[src/rtl/flash_host_cfg.svh]
// Constants for the flash host controller: command codes, status bit
// positions, identify addresses and bus cycle timing counts.
// Assumes a 100 MHz ref_clk and an asynchronous 16-bit NOR flash part.
`ifndef FLASH_HOST_CFG_SVH
`define FLASH_HOST_CFG_SVH

`define CMD_PROGRAM        8'h40
`define CMD_PROGRAM_ALT    8'h10
`define CMD_ERASE_SETUP    8'h20
`define CMD_CLEAR_STATUS   8'h50
`define CMD_READ_STATUS    8'h70
`define CMD_IDENTIFY       8'h90
`define CMD_SUSPEND        8'hB0
`define CMD_CONFIRM        8'hD0
`define CMD_READ_ARRAY     8'hFF

`define ST_READY           7
`define ST_ERASE_SUSP      6
`define ST_ERASE_FAIL      5
`define ST_PROG_FAIL       4
`define ST_SUPPLY_FAULT    3
`define ST_PROG_SUSP       2
`define ST_BLOCK_LOCKED    1
`define ST_RESERVED        0

`define ID_MAKER_ADDR      20'h00000
`define ID_PART_ADDR       20'h00001

// Strobe timing in ns and derived cycle counts at 100 MHz
`define CLK_PERIOD_NS      10
`define T_STROBE_NS        90
`define T_RECOVER_NS       30
`define STROBE_CYCLES      ((`T_STROBE_NS + `CLK_PERIOD_NS - 1) / `CLK_PERIOD_NS)
`define RECOVER_CYCLES     ((`T_RECOVER_NS + `CLK_PERIOD_NS - 1) / `CLK_PERIOD_NS)

`endif

[src/rtl/flash_host_pkg.sv]
// Types shared by the flash host controller files.
// Assumes the constants header is included by the design files.
package flash_host_pkg;

  // User-side operation requests
  typedef enum logic [2:0] {
    OP_READ_ARRAY,
    OP_READ_STATUS,
    OP_IDENTIFY,
    OP_PROGRAM,
    OP_ERASE,
    OP_SUSPEND,
    OP_RESUME,
    OP_CLEAR_STATUS
  } op_t;

  // Device mode as the host tracks it
  typedef enum logic [1:0] {
    DEV_READ_ARRAY,
    DEV_READ_STATUS,
    DEV_IDENTIFY
  } dev_mode_t;

endpackage : flash_host_pkg

[src/rtl/flash_bus_cycle.sv]
// Single asynchronous bus cycle engine: one write or one read of the flash.
// Assumes the flash data input has already passed a two-stage synchroniser.
`timescale 1ns/1ps
`include "flash_host_cfg.svh"
module flash_bus_cycle
  import flash_host_pkg::*;
#(
  parameter int STROBE_CYC  = `STROBE_CYCLES,
  parameter int RECOVER_CYC = `RECOVER_CYCLES
) (
  input  wire logic        ref_clk,
  input  wire logic        sys_rst,
  input  wire logic        clk_en,
  input  wire logic        start,
  input  wire logic        is_write,
  input  wire logic [19:0] addr,
  input  wire logic [15:0] wdata,
  input  wire logic [15:0] dq_sync,
  output logic             done,
  output logic [15:0]      rdata_q,
  output logic [19:0]      flash_addr_q,
  output logic             chip_select_n_q,
  output logic             output_enable_n_q,
  output logic             write_enable_n_q,
  output logic [15:0]      dq_out_q,
  output logic             dq_oe_q
);

  // Read data crosses two synchroniser flops, so the strobe must stand at
  // least three cycles before the capture edge sees the driven value
  initial begin
    if (STROBE_CYC < 3 || STROBE_CYC > 255 || RECOVER_CYC < 1 || RECOVER_CYC > 255)
      $error("flash_bus_cycle: cycle counts out of range");
  end

  typedef enum logic [1:0] {CYC_IDLE, CYC_STROBE, CYC_RECOVER} cyc_state_t;

  cyc_state_t state_q;
  logic [7:0] cnt_q;
  logic       wr_q;

  // Count end of a phase
  wire logic strobe_end  = (state_q == CYC_STROBE) && (cnt_q == 8'(STROBE_CYC - 1));
  wire logic recover_end = (state_q == CYC_RECOVER) && (cnt_q == 8'(RECOVER_CYC - 1));
  assign done = clk_en && recover_end;

  // Cycle sequencer: strobe low for STROBE_CYC, then recovery with strobes high
  always_ff @(posedge ref_clk) begin
    if (sys_rst) begin
      state_q <= CYC_IDLE;
      cnt_q   <= 8'h00;
      wr_q    <= 1'b0;
    end else if (clk_en) begin
      case (state_q)
        CYC_IDLE: begin
          cnt_q <= 8'h00;
          if (start) begin
            state_q <= CYC_STROBE;
            wr_q    <= is_write;
          end
        end
        CYC_STROBE: begin
          cnt_q <= strobe_end ? 8'h00 : cnt_q + 8'h01;
          if (strobe_end) state_q <= CYC_RECOVER;
        end
        CYC_RECOVER: begin
          cnt_q <= cnt_q + 8'h01;
          if (recover_end) state_q <= CYC_IDLE;
        end
        default: state_q <= CYC_IDLE;
      endcase
    end
  end

  // Pin drive: chip select and one strobe fall together each cycle
  always_ff @(posedge ref_clk) begin
    if (sys_rst) begin
      chip_select_n_q   <= 1'b1;
      output_enable_n_q <= 1'b1;
      write_enable_n_q  <= 1'b1;
      dq_oe_q           <= 1'b0;
      dq_out_q          <= 16'h0000;
      flash_addr_q      <= 20'h00000;
      rdata_q           <= 16'h0000;
    end else if (clk_en) begin
      if (state_q == CYC_IDLE && start) begin
        flash_addr_q      <= addr;
        dq_out_q          <= wdata;
        dq_oe_q           <= is_write;
        chip_select_n_q   <= 1'b0;
        output_enable_n_q <= is_write;
        write_enable_n_q  <= !is_write;
      end else if (strobe_end) begin
        chip_select_n_q   <= 1'b1;
        output_enable_n_q <= 1'b1;
        write_enable_n_q  <= 1'b1;
        if (!wr_q) rdata_q <= dq_sync;
      end else if (recover_end) begin
        dq_oe_q <= 1'b0;
      end
    end
  end

  AST_STROBE_WIDTH: assert property (@(posedge ref_clk) disable iff (sys_rst)
    clk_en && $fell(chip_select_n_q) |-> !chip_select_n_q [*3])
    else $error("chip select pulse too short");
  AST_ONE_STROBE: assert property (@(posedge ref_clk) disable iff (sys_rst)
    !(!output_enable_n_q && !write_enable_n_q))
    else $error("read and write strobes both low");
  AST_DRIVE_ON_WRITE: assert property (@(posedge ref_clk) disable iff (sys_rst)
    !write_enable_n_q |-> dq_oe_q)
    else $error("write strobe without data drive");
  COV_WRITE_CYCLE: cover property (@(posedge ref_clk) $fell(write_enable_n_q));
  COV_READ_CYCLE: cover property (@(posedge ref_clk) $fell(output_enable_n_q));

endmodule : flash_bus_cycle

[src/rtl/flash_host.sv]
// Host-side controller for an asynchronous NOR flash: turns user operation
// requests into command write and read cycles and tracks the device mode.
// Assumes the flash pins are joined by the bench; data is a three-signal pin.
`timescale 1ns/1ps
`include "flash_host_cfg.svh"
module flash_host
  import flash_host_pkg::*;
#(
  parameter int STROBE_CYC  = `STROBE_CYCLES,
  parameter int RECOVER_CYC = `RECOVER_CYCLES
) (
  input  wire logic        ref_clk,
  input  wire logic        sys_rst,
  input  wire logic        clk_en,
  input  wire logic        req_valid,
  output logic             req_ready,
  input  wire op_t         req_op,
  input  wire logic [19:0] req_addr,
  input  wire logic [15:0] req_wdata,
  output logic             rsp_valid_q,
  output logic [15:0]      rsp_data_q,
  output logic             busy_q,
  output logic [19:0]      flash_addr,
  output logic             chip_select_n,
  output logic             output_enable_n,
  output logic             write_enable_n,
  output logic             reset_powerdown_n,
  output logic [15:0]      data_lines_out,
  output logic             data_lines_oe,
  input  wire logic [15:0] data_lines_in
);

  //////////////////////////////////////////////////////////////////////////
  // Declarations and helpers

  typedef enum logic [2:0] {
    H_IDLE, H_CMD1, H_CMD2, H_READ, H_DONE
  } host_state_t;

  host_state_t state_q;
  op_t         op_q;
  dev_mode_t   mode_q;
  logic [19:0] addr_q;
  logic [15:0] wdata_q;
  logic [15:0] dq_meta_q;
  logic [15:0] dq_sync_q;
  logic        cyc_start;
  logic        cyc_write;
  logic [19:0] cyc_addr;
  logic [15:0] cyc_wdata;
  logic        cyc_done;
  logic [15:0] cyc_rdata;
  logic        prog_busy_q;
  logic        erase_busy_q;
  logic        suspended_q;

  // Command code for the first write of an operation
  function automatic logic [7:0] first_code(input op_t op);
    case (op)
      OP_READ_ARRAY:   first_code = `CMD_READ_ARRAY;
      OP_READ_STATUS:  first_code = `CMD_READ_STATUS;
      OP_IDENTIFY:     first_code = `CMD_IDENTIFY;
      OP_PROGRAM:      first_code = `CMD_PROGRAM;
      OP_ERASE:        first_code = `CMD_ERASE_SETUP;
      OP_SUSPEND:      first_code = `CMD_SUSPEND;
      OP_RESUME:       first_code = `CMD_CONFIRM;
      OP_CLEAR_STATUS: first_code = `CMD_CLEAR_STATUS;
      default:         first_code = `CMD_READ_ARRAY;
    endcase
  endfunction : first_code

  //////////////////////////////////////////////////////////////////////////
  // Data pin synchroniser: two flops before any logic reads it

  always_ff @(posedge ref_clk) begin
    if (sys_rst) begin
      dq_meta_q <= 16'h0000;
      dq_sync_q <= 16'h0000;
    end else if (clk_en) begin
      dq_meta_q <= data_lines_in;
      dq_sync_q <= dq_meta_q;
    end
  end

  //////////////////////////////////////////////////////////////////////////
  // Request filtering while the write sequencer runs

  // Busy device takes only suspend, or a status poll that writes no command;
  // suspended device only array reads, status reads and resume
  wire logic seq_running = (prog_busy_q || erase_busy_q) && !suspended_q;
  wire logic op_allowed  =
      seq_running ? (req_op == OP_SUSPEND || req_op == OP_READ_STATUS) :
      suspended_q ? (req_op == OP_READ_ARRAY || req_op == OP_READ_STATUS ||
                     req_op == OP_RESUME) :
      (req_op != OP_SUSPEND && req_op != OP_RESUME);
  wire logic two_writes  = (op_q == OP_PROGRAM) || (op_q == OP_ERASE);
  wire logic read_after  = (op_q == OP_READ_ARRAY) || (op_q == OP_READ_STATUS) ||
                           (op_q == OP_IDENTIFY);
  // A mode already in force needs no new command write
  wire logic mode_hit    = (op_q == OP_READ_ARRAY  && mode_q == DEV_READ_ARRAY) ||
                           (op_q == OP_READ_STATUS && mode_q == DEV_READ_STATUS) ||
                           (op_q == OP_IDENTIFY    && mode_q == DEV_IDENTIFY);
  assign req_ready = (state_q == H_IDLE) && op_allowed;
  wire logic accept = clk_en && req_valid && req_ready;
  wire logic ready_bit = cyc_rdata[`ST_READY];
  wire logic susp_bits = cyc_rdata[`ST_PROG_SUSP] | cyc_rdata[`ST_ERASE_SUSP];

  // Bus cycle selection
  assign cyc_start = (state_q == H_CMD1 || state_q == H_CMD2 || state_q == H_READ);
  assign cyc_write = (state_q != H_READ);
  assign cyc_addr  = (state_q == H_CMD1) ? 20'h00000 : addr_q;
  assign cyc_wdata = (state_q == H_CMD2) ?
                     ((op_q == OP_ERASE) ? {8'h00, `CMD_CONFIRM} : wdata_q) :
                     {8'h00, first_code(op_q)};

  //////////////////////////////////////////////////////////////////////////
  // Host sequencer

  always_ff @(posedge ref_clk) begin
    if (sys_rst) begin
      state_q <= H_IDLE;
      op_q    <= OP_READ_ARRAY;
      addr_q  <= 20'h00000;
      wdata_q <= 16'h0000;
    end else if (clk_en) begin
      case (state_q)
        H_IDLE: if (accept) begin
          op_q    <= req_op;
          addr_q  <= req_addr;
          wdata_q <= req_wdata;
          state_q <= H_CMD1;
        end
        H_CMD1: begin
          if (mode_hit) state_q <= H_READ;
          else if (cyc_done) state_q <= two_writes ? H_CMD2 :
                                        read_after ? H_READ : H_DONE;
        end
        H_CMD2: if (cyc_done) state_q <= H_DONE;
        H_READ: if (cyc_done) state_q <= H_DONE;
        H_DONE: state_q <= H_IDLE;
        default: state_q <= H_IDLE;
      endcase
    end
  end

  // Device mode tracking: power-up and clear status leave read array
  always_ff @(posedge ref_clk) begin
    if (sys_rst) begin
      mode_q <= DEV_READ_ARRAY;
    end else if (clk_en && state_q == H_CMD1 && cyc_done && !mode_hit) begin
      case (op_q)
        OP_IDENTIFY:     mode_q <= DEV_IDENTIFY;
        OP_READ_ARRAY:   mode_q <= DEV_READ_ARRAY;
        OP_CLEAR_STATUS: mode_q <= DEV_READ_ARRAY;
        default:         mode_q <= DEV_READ_STATUS;
      endcase
    end
  end

  // Sequencer activity as seen by the host; every status poll is its own
  // strobe-framed read so the device relatches fresh status
  always_ff @(posedge ref_clk) begin
    if (sys_rst) begin
      prog_busy_q  <= 1'b0;
      erase_busy_q <= 1'b0;
      suspended_q  <= 1'b0;
      busy_q       <= 1'b0;
    end else if (clk_en) begin
      if (state_q == H_CMD2 && cyc_done) begin
        prog_busy_q  <= (op_q == OP_PROGRAM);
        erase_busy_q <= (op_q == OP_ERASE);
      end else if (state_q == H_CMD1 && cyc_done && op_q == OP_SUSPEND) begin
        suspended_q  <= 1'b1;
      end else if (state_q == H_CMD1 && cyc_done && op_q == OP_RESUME) begin
        suspended_q  <= 1'b0;
      end else if (state_q == H_READ && cyc_done && op_q == OP_READ_STATUS &&
                   ready_bit) begin
        suspended_q  <= susp_bits;
        // A halted operation keeps its busy record for the resume
        if (!susp_bits) begin
          prog_busy_q  <= 1'b0;
          erase_busy_q <= 1'b0;
        end
      end
      busy_q <= seq_running;
    end
  end

  // Response: status reads masked to low byte with reserved bit zero
  always_ff @(posedge ref_clk) begin
    if (sys_rst) begin
      rsp_valid_q <= 1'b0;
      rsp_data_q  <= 16'h0000;
    end else if (clk_en) begin
      rsp_valid_q <= (state_q == H_READ) && cyc_done;
      if ((state_q == H_READ) && cyc_done)
        rsp_data_q <= (op_q == OP_READ_STATUS) ?
                      {8'h00, cyc_rdata[7:1], 1'b0} : cyc_rdata;
    end
  end

  // Reset/power-down follows system reset so the array is protected
  always_ff @(posedge ref_clk) begin
    if (sys_rst) reset_powerdown_n <= 1'b0;
    else         reset_powerdown_n <= 1'b1;
  end

  //////////////////////////////////////////////////////////////////////////
  // Bus cycle engine

  flash_bus_cycle #(
    .STROBE_CYC  (STROBE_CYC),
    .RECOVER_CYC (RECOVER_CYC)
  ) u_cycle (
    .ref_clk           (ref_clk),
    .sys_rst           (sys_rst),
    .clk_en            (clk_en),
    .start             (cyc_start && !(state_q == H_CMD1 && mode_hit)),
    .is_write          (cyc_write),
    .addr              (cyc_addr),
    .wdata             (cyc_wdata),
    .dq_sync           (dq_sync_q),
    .done              (cyc_done),
    .rdata_q           (cyc_rdata),
    .flash_addr_q      (flash_addr),
    .chip_select_n_q   (chip_select_n),
    .output_enable_n_q (output_enable_n),
    .write_enable_n_q  (write_enable_n),
    .dq_out_q          (data_lines_out),
    .dq_oe_q           (data_lines_oe)
  );

  //////////////////////////////////////////////////////////////////////////
  // Checks

  AST_BUSY_FILTER: assert property (@(posedge ref_clk) disable iff (sys_rst)
    prog_busy_q && !suspended_q && $fell(write_enable_n)
      |-> data_lines_out[7:0] == `CMD_SUSPEND)
    else $error("command other than suspend written during program");
  AST_ERASE_FILTER: assert property (@(posedge ref_clk) disable iff (sys_rst)
    erase_busy_q && !suspended_q && $fell(write_enable_n)
      |-> data_lines_out[7:0] == `CMD_SUSPEND)
    else $error("command other than suspend written during erase");
  AST_BUSY_ACCEPT: assert property (@(posedge ref_clk) disable iff (sys_rst)
    seq_running && accept |-> req_op inside {OP_SUSPEND, OP_READ_STATUS})
    else $error("busy sequencer accepted wrong op");
  AST_RESET_PIN: assert property (@(posedge ref_clk)
    sys_rst |=> !reset_powerdown_n)
    else $error("reset_powerdown_n not low after reset");
  AST_STATUS_HIGH_ZERO: assert property (@(posedge ref_clk) disable iff (sys_rst)
    rsp_valid_q && op_q == OP_READ_STATUS |-> rsp_data_q[15:8] == 8'h00
      && rsp_data_q[`ST_RESERVED] == 1'b0)
    else $error("status high byte or reserved bit nonzero");
  AST_CLEAR_MODE: assert property (@(posedge ref_clk) disable iff (sys_rst)
    clk_en && state_q == H_CMD1 && cyc_done && op_q == OP_CLEAR_STATUS
      |=> mode_q == DEV_READ_ARRAY)
    else $error("clear status did not return to read array");
  AST_BUSY_AFTER_CONFIRM: assert property (@(posedge ref_clk) disable iff (sys_rst)
    clk_en && state_q == H_CMD2 && cyc_done |=> seq_running)
    else $error("sequencer not busy after confirm");
  AST_SUSPEND_ONLY: assert property (@(posedge ref_clk) disable iff (sys_rst)
    suspended_q && accept |-> req_op inside {OP_READ_ARRAY, OP_READ_STATUS,
      OP_RESUME})
    else $error("suspended device given illegal op");
  AST_RESP_TIMING: assert property (@(posedge ref_clk) disable iff (sys_rst)
    clk_en && state_q == H_READ && cyc_done |=> rsp_valid_q)
    else $error("read response missing");
  COV_PROGRAM: cover property (@(posedge ref_clk) accept && req_op == OP_PROGRAM);
  COV_ERASE: cover property (@(posedge ref_clk) accept && req_op == OP_ERASE);
  COV_POLL: cover property (@(posedge ref_clk) rsp_valid_q && op_q == OP_READ_STATUS);

endmodule : flash_host

[config.mk]
export PLATFORM = sky130hd
export DESIGN_NAME = flash_host
export DESIGN_NICKNAME = d
export VERILOG_FILES = /design/src/rtl/flash_host_pkg.sv /design/src/rtl/flash_bus_cycle.sv /design/src/rtl/flash_host.sv
export VERILOG_INCLUDE_DIRS = /design/src /design/src/rtl
export SDC_FILE = /design/constraint.sdc
export NUM_CORES = 1
export LEC_CHECK = 0
export BUFFER_PORTS_ARGS = -buffer_cell sky130_fd_sc_hd__buf_2
export CAP_MARGIN = 20
export CORE_UTILIZATION = 55
export DETAILED_ROUTE_END_ITERATION = 6
export GPL_ROUTABILITY_DRIVEN = 0
export PLACE_DENSITY_LB_ADDON = 0.12
export SLEW_MARGIN = 15
export SYNTH_ARGS = -nofsm -noshare
export SYNTH_HDL_FRONTEND = slang
export SYNTH_SLANG_ARGS = --single-unit
[constraint.sdc]
create_clock -name ref_clk -period 2.89 [get_ports ref_clk]
set_input_delay 0.578 -clock ref_clk [delete_from_list [all_inputs] [get_ports ref_clk]]
set_output_delay 0.578 -clock ref_clk [all_outputs]
set_load 0.05 [all_outputs]
Word level (Yosys, flattened, before mapping):

Memory sizes are Yosys's and may differ from the RTL's. A register that Yosys moved wholly into a read port is not among the register bits.
Cells that the tools add are included.

* output and inout bits: 60
* input port bits: 59
* logic and storage cells: 164
* memory bits (read-only): 64
* memories: 1
* register bits after elaboration: 165

* reductions and logical operators: 63
* bitwise operators: 4
* add/sub/neg operators: 1
* multiplexer cells: 39
* eq/ne operators: 32

Memories
* (name not given): words 8, width 8, rd ports 1, clocked after memory_dff 1, write ports 0, RTL line flash_host.sv:59 `case (op)`

Operator list (number)
* $mux W16: 3
* $logic_and A1 B1 Y1: 24
* $mux W3: 8
* $pmux W8 S3: 1
* $mux W20: 1
* $mux W1: 19
* $eq A3 B3 Y1 const B: 6
* $eq A3 B2 Y1 const B: 4
* $reduce_and A3 Y1: 4
* $reduce_and A4 Y1: 3
* $logic_or A1 B1 Y1: 11
* $ne A2 B1 Y1 const B: 5
* $eq A3 B1 Y1 const B: 3
* $logic_not A3 Y1: 3
* $ne A3 B3 Y1 const B: 3
* $pmux W3 S3: 1
* $add A8 B1 Y8 const B: 1
* $eq A8 B2 Y1 const B: 1
* $eq A8 B4 Y1 const B: 1
* $mux W8: 1
* $ne A2 B2 Y1 const B: 4
* $reduce_and A2 Y1: 4
* $mux W2: 3
* $pmux W2 S3: 1
* other kinds (12): 24

Depth between registers and ports, before layout:

Gate-level depths: netlist of the first run.

* word-level depth: 10
* depth in mapped cells: 9
* mapped depth without buffers: 8

Cells and area by module:

A second synthesis of the first run with hierarchy kept.

* cell total of the unflattened synthesis: 790
* area, all modules: 7039.3 µm²

Modules (own cells, without submodules)
* flash_host: cells an instance 475, area each 4325.4 µm², sequential area each 2062.0 µm², instances 1
* flash_bus_cycle: cells an instance 315, area each 2713.9 µm², sequential area each 1341.3 µm², instances 1

Least setup slack after synthesis of the first run:

No wires, ideal clock.

* path kind: input to register
* start point: input req_op[0]
* end point: register (tool-made name)
* setup time: 117 ps
* path slack: 370 ps
* data arrival time: 2404 ps
* required time: 2773 ps
* path buffers: 0
* cell stages on the path: 6
* cells stage by stage: xnor2_1 -> o311ai_0 -> and4_1 -> mux2_2 -> ha_1 -> o22a_1

RTL lines
* start, declared: RTL line flash_host.sv:17 `input wire op_t req_op,`

Worst setup path in the final report of the first run:

* start point: register prog_busy_q
* end point: output req_ready

* cells in the longest elaborated chain, start to end: 4

Ends and longest elaborated chain
* start, declared: RTL line flash_host.sv:53 `logic prog_busy_q;`
* start signal, assigned: RTL line flash_host.sv:170 `prog_busy_q <= (op_q == OP_PROGRAM);`
* $logic_or A1 B1 Y1: RTL line flash_host.sv:90 `wire logic seq_running = (prog_busy_q || erase_busy_q) && !suspended_q;`
* $logic_and A1 B1 Y1: RTL line flash_host.sv:90
* $mux W1: RTL line flash_host.sv:92 `seq_running ? (req_op == OP_SUSPEND || req_op == OP_READ_STATUS) :`
* $logic_and A1 B1 Y1: RTL line flash_host.sv:103 `assign req_ready = (state_q == H_IDLE) && op_allowed;`
* end, declared: RTL line flash_host.sv:16 `output logic req_ready,`

No other way between the ends.

==> results of run 1 <==
[stage by stage]
stage / utilization (%) / power (mW) / hold slack (ns) / TNS, ns
6_report: 68.5 / 5.09 / 0.390 / 0
5_1_grt: 68.5 / 5.27 / 0.389 / 0
4_1_cts: 68.5 / 5.12 / 0.376 / 0
3_5_place_dp: 63.3 / 2.84 / 0.438 / -0.0765
3_3_place_gp: 63.3 / 2.83 / 0.431 / 0
2_1_floorplan: - / 2.73 / 0.418 / 0
[report_power, final]
group / internal [mW] / total (mW) / switching (mW)
clock network: 1.40 / 2.30 / 0.897
registers: 2.41 / 2.44 / 0.0371
logic: 0.125 / 0.352 / 0.227
total: 3.93 / 5.09 / 1.16
[worst register-to-register path, stage by stage (launching register included)]
cell and delay, ns:
dfxtp_1 0.33, nor2_1 0.20, xnor2_1 0.12, o311ai_1 0.48
and4_1 0.30, buf_4 0.39, mux2i_1 0.34, inv_1 0.12
mux2i_1 0.18
[cell type report]
type	instances	share of cell area [%]
clock buffers	21	5.76
inverters	11	0.517
repair buffers	135	9.18
clock inverters	10	1.77
well taps	143	2.24
flip-flops and latches	170	42.6
multi-input cells	541	37.9
[registers in the layout (all words and copies together) (netlist names), 2 cells and up, named ones only]
register	cells
addr_q	20
u_cycle.flash_addr_q	20
dq_meta_q	16
dq_sync_q	16
rsp_data_q	16
u_cycle.dq_out_q	16
u_cycle.rdata_q	16
wdata_q	16
u_cycle.cnt_q	8
op_q	3
state_q	3
mode_q	2
u_cycle.state_q	2
[worst paths after layout]
path,startpoint,endpoint
worst min-delay path,data_lines_in[12],dq_meta_q[12]
worst min register to register,u_cycle.flash_addr_q[1],u_cycle.flash_addr_q[1]
worst max register to register,prog_busy_q,flop
worst max-delay path,prog_busy_q,req_ready
[kinds of logic after synthesis]
kind of cell | Yosys count | synth area share [%]
AND/OR/NAND/NOR | 327 | 21.8
flip-flops | 170 | 50.7
XOR/XNOR | 5 | 0.653
AO/OA/AOI/OAI | 141 | 12.1
multiplexers | 59 | 8.86
buffers and inverters | 65 | 4.21
adder cells (fa/ha/maj) | 9 | 1.68
[cell usage in the layout (no fill, tap or decap), types with 3 or more instances in the layout]
cell / n
dfxtp_1: 170
nand2_1: 148
buf_2: 117
a21oi_1: 102
nor2_1: 80
mux2i_1: 56
nand3_1: 45
clkbuf_16: 17
buf_4: 17
inv_1: 11
nor3_1: 10
ha_1: 9
a211oi_1: 7
nor2b_1: 6
nand2b_1: 6
o21ai_0: 5
nand4_1: 4
a31oi_1: 4
nand4b_1: 4
xnor2_1: 3
mux2_2: 3
nor4bb_1: 3
a31o_2: 3
and2_1: 3
or2_2: 3
o21a_1: 3
or3_1: 3
o221ai_1: 3
bufinv_16: 3
[metal layers]
layer | share of wire [%] | track usage [%] | wire, µm | vias to the layer above
li1 | - | - | - | 2843
met1 | 45 | 30.6 | 6900 | 2698
met2 | 47 | 42.8 | 7200 | 166
met3 | 4.9 | 5.56 | 738 | 29
met4 | 2.2 | 12.1 | 335 | 0
met5 | 0 | 0 | 0 | -
==> results.md, run 1 <==
- PD cells: about 640 mW/mm²
- Critical path data required time: roughly 2.3 ns
- Post-route clock skew: 0.00627 ns
- Clock root cell: clkbuf_16
- Row count: 39
- Commonest cells post-synth: dfxtp_1, nand2_1, a21oi_1
- Die width: about 110 µm
- Worst vdd ir: 0.367 mV
- Mapped Cells: approximately 780
- Synth cell types: 56
- Max Clk Rate: roughly 380 MHz
- Slew @ Worst Pin: between 0.6 and 0.7 ns
- Post_cts resized: 0
- Initial core utilization: 57.5%
- Worst r2r path cells: 8
- Via count: ~5700
- DP Cell Count: 1000
- Worst path cell trace: nor2_1 -> xnor2_1 -> o311ai_1 -> and2_1 -> buf_2
- Crit path max fanout: 5
- Final WL: 15200 µm
- Vias in the first global route: 5648
- Share of cells above drive strength 1: between 20% and 30%
- Crit-path max cell delay: 0.48 ns
- Top Ports: 119
- # diodes: 0
- Register Area: 0.00340 mm²
- Clock Pin Slew Worst Setup and Hold Paths: 0.06 ns
- Yosys top cell by area: dfxtp_1
- CP max-delay cell: o311ai_1
- Largest cells by area after synthesis: dfxtp_1, mux2i_1, nand2_1
- Arrival time worst endpoint: 2.06 ns
- First-pass GRT wire length: roughly 26000 µm
- Area delta synth->final: 19.0%
- Pleak: 3.33 nW
- Largest net degree at the start of global routing: 52
- Setup-failing EPs final: 0
- Drt first pass iters: 5
- Fin worst setup slack: roughly 0.26 ns
- I/O Buffers: 118
- Routed len/inst: 14.7 µm
- EDFF count, synth: 0
- Worst setup EP type: output pin
- Max cap viols: 0
- Area after DPL: approximately 0.0074 mm²
- Slew Limit Headroom: 56.8%
- Sink Count: 170
- Final net count: around 940
- Congestion Overflow GR: 0
- Antenna violations before repair: 0
- Setup WS pre-CTS: -0.0765 ns
- Setup bufs post-CTS: 0
- Post-synth ARST share: 0%
- Post-route ant nets: 0
- Pins Over Slew Limit: 0
- Later-pin clock latency in the skew report: 0.42 ns
- Syn nets: 844
- TritonCTS Buffers: 17
- Multi-input gate area: 0.00303 mm²
- Final hold vios: 0
- #FFs+latches synth: 170
- DIE HEIGHT: 112 µm
- RSZ-0062 raised after global routing: false
- Fill count: 961
- Critical Path Start Type: flop
- Delay-heaviest family, CP: compound AO/OA/AOI/OAI gates
- Total die area: 0.0126 mm²
- Avg Vias per Cell: 5.56
- WP buf/inv: 1
- Hold path depth: 3
- FF-to-FF setup slack: 0.35 ns
- Hold/Removal Path Class: input pin to flop
- GRT Resource Usage Total: 25.3%
- Core area: 0.0117 mm²
- Detailed Route Iter0 Violations: ~390
- Syn Area/Cell: between 8 and 9 µm²
- Syn Std Cell Area: around 0.0067 mm²
- # hold bufs at CTS: 0
- CTS tree: yes
- Synth warnings: 0
- Ys flop type: dfxtp_1
- Crit path time final: 2.63 ns
- Most frequent cell after synthesis: dfxtp_1
- Drt drc: 0
- Status: complete, no violations
- WP depth: 5
- Setup CP Type: flop to output pin
- Layout Cells excl Fill: 1031
- Sequential area share after synthesis: 50.7%
- Non-Filler Cell Area, Final: 0.00799 mm²
- H-tree depth: 4
- Final worst-path cycle share: 91.2%
- Clk buf depth: 2
- Dpl hpwl: between 10000 and 15000 µm
- Yosys top cell area share: 50.7%
No activity file was read; power rests on OpenSTA's default activity.
==> inputs of run 2 (changes only) <==
Settings changed: ABC_AREA set to 1, CORE_UTILIZATION 55 to 56.
==> run 2 against run 1 <==
  * Sequential share of layout area shrank 1.4 points
  * Largest power group unchanged
  * Maximum frequency grew 10%
  * Die area grew 3.7%
  * Clock power shrank 3%
  * Critical path type unchanged
  * Count of clock-buffer cells in the layout grew 3
  * Critical path depth shrank 1
  * Global-route usage grew 0.29 points
  * Synthesized area grew 5.7%
  * Flip-flop and latch count is the same
  * Register-to-register slack gained 0.29 ns
==> results.md, run 2 <==
- Post-route clock skew: 0.00757 ns
- Worst setup EP type: output pin
- RSZ-0062 raised after global routing: false
- H-tree depth: 4
- Largest net degree at the start of global routing: 79
- Clock root cell: clkbuf_16
- Pins Over Slew Limit: 0
- Crit path max fanout: 6
- Worst vdd ir: 0.556 mV
- Status: complete, no violations
- Max Clk Rate: 419 MHz
- First-pass GRT wire length: 26200 µm
- Arrival time worst endpoint: roughly 1.8 ns
- Initial core utilization: 58.3%
- Yosys top cell by area: dfxtp_1
- Largest cells by area after synthesis: dfxtp_1, nand2_1, a21oi_1
- Setup TNS Final: 0 ns
- Via count: 6267
- Congestion Overflow GR: 0
- Most frequent cell after synthesis: nand2_1
- # hold bufs at CTS: 0
- Fill count: 1095
- Synth warnings: 0
- #FFs+latches synth: 170
- Sink Count: 170
- Mapped Cells: 953
- Die width: 115 µm
- Post-route ant nets: 0
- PD cells: ~760 mW/mm²
- Final hold vios: 0
- Fin worst setup slack: 0.504 ns
- Final net count: 1115
- Top Ports: 119
- Final core utilization: 67.9%
- Detailed Route Iter0 Violations: 485
- Clk buf depth: 2
- Dpl hpwl: 10300 µm
- Total die area: 0.0131 mm²
- Post-synth ARST share: 0%
- Avg Vias per Cell: 5.10
- Pleak: approximately 3.5 nW
- Drt first pass iters: 5
- Area delta synth->final: 16.5%
- Synth cell types: 31
- Hold/Removal Path Class: input pin to flop
- Setup bufs post-CTS: 0
- TritonCTS Buffers: 17
- Setup CP Type: flop to output pin
- Drt drc: 0
- Yosys top cell area share: 48.0%
- DIE HEIGHT: around 110 µm
- Critical Path Start Type: flop
- Core area: 0.0122 mm²
- Post_cts resized: 0
- Slew @ Worst Pin: 0.833 ns
- # diodes: 0
- Crit path time final: between 2 and 2.5 ns
- Syn nets: 1021
- Ys flop type: dfxtp_1
- GRT Resource Usage Total: 25.6%
- Row count: 40
- Final WL: around 16000 µm
- Top Registers: addr_q (20), u_cycle.flash_addr_q (20)
- Critical path data required time: 2.31 ns
- Worst hold margin: 0.370 ns
- Syn Area/Cell: 7.44 µm²
- Syn Std Cell Area: just over 0.007 mm²
- Later-pin clock latency in the skew report: between 0.4 and 0.5 ns
- Most frequent cells in the layout: nand2_1, dfxtp_1, nor2_1, buf_2, a21oi_1
- EDFF count, synth: 0
- I/O Buffers: 118
- Final worst-path cycle share: between 80% and 90%
- Setup WS pre-CTS: 0.572 ns
- Commonest non-fill, non-tap cell in the layout: nand2_1
- Share of cells above drive strength 1: a little under a fifth
- Antenna violations before repair: 0
- Setup-failing EPs final: 0
- Vias in the first global route: 5595
- Clock Pin Slew Worst Setup and Hold Paths: 0.06 ns
- Commonest cells post-synth: nand2_1, dfxtp_1, nor2_1
- CTS tree: yes
- Max cap viols: 0
- Slew Limit Headroom: between 40% and 50%
- Routed len/inst: 12.9 µm
- Sequential area share after synthesis: 48.0%
run 2: cell types whose count changed after synthesis, sizes merged, moves of 26 or more:
cell / change
inv: +94
o21ai: +75
mux2i: -56
nor2: +46
nand4: +32
nand2: +26
run 2: worst paths after layout:
path,start,to,slack [ns],cells after the start
min reg2reg,wdata_q[5],wdata_q[5],0.45,2
max reg2reg,state_q[2],u_cycle.output_enable_n_q,0.64,9
max,state_q[1],req_ready,0.50,4
min,data_lines_in[14],dq_meta_q[14],0.37,3
run 2: where the power goes:
group	switching, mW	internal [mW]
Combinational	1.04	0.358
Sequential	0.115	2.55
Clock	0.886	1.33
run 2: cell type report:
cell class | instances | area, µm² | area share [%]
Sequential cell | 170 | 3400 | 41.2
Clock buffer | 24 | 482 | 5.83
Tap cell | 168 | 210 | 2.54
Timing Repair Buffer | 128 | 666 | 8.06
Clock inverter | 8 | 92.6 | 1.12
Multi-Input combinational cell | 623 | 3010 | 36.4
Inverter | 107 | 402 | 4.86
run 2: worst max-delay path, cell delays in order, from the launching register on:
cell and delay, ns:
dfxtp_1 0.39, nor3_2 0.30, nand2_1 0.16, a31oi_4 0.22
buf_2 0.30
run 2: cell families after synthesis:
| group | count (synthesis) | share of synthesized area (%) |
|---|---|---|
| compound gates | 199 | 14.5 |
| simple gates | 413 | 26.1 |
| xor+xnor | 2 | 0.247 |
| flops | 170 | 48.0 |
| fa+ha+maj | 9 | 1.59 |
| buf+inv | 160 | 9.62 |
run 2: stage by stage:
step | total power, mW | instance area [µm²] | std cells
final | 6.28 | 8260 | 1228
after global routing | 6.59 | 8260 | 1228
after CTS | 6.31 | 8260 | 1228
after floorplan | 3.82 | 7090 | 953
after detailed placement | 4.10 | 7690 | 1196
after global placement | 4.08 | 7690 | 1196
run 2: per-layer routing:
metal | wire length [µm] | GRT usage, %
met1 | 7410 | 32.2
met2 | 7310 | 42.2
met3 | 872 | 5.72
met4 | 304 | 11.1
met5 | 0 | 0
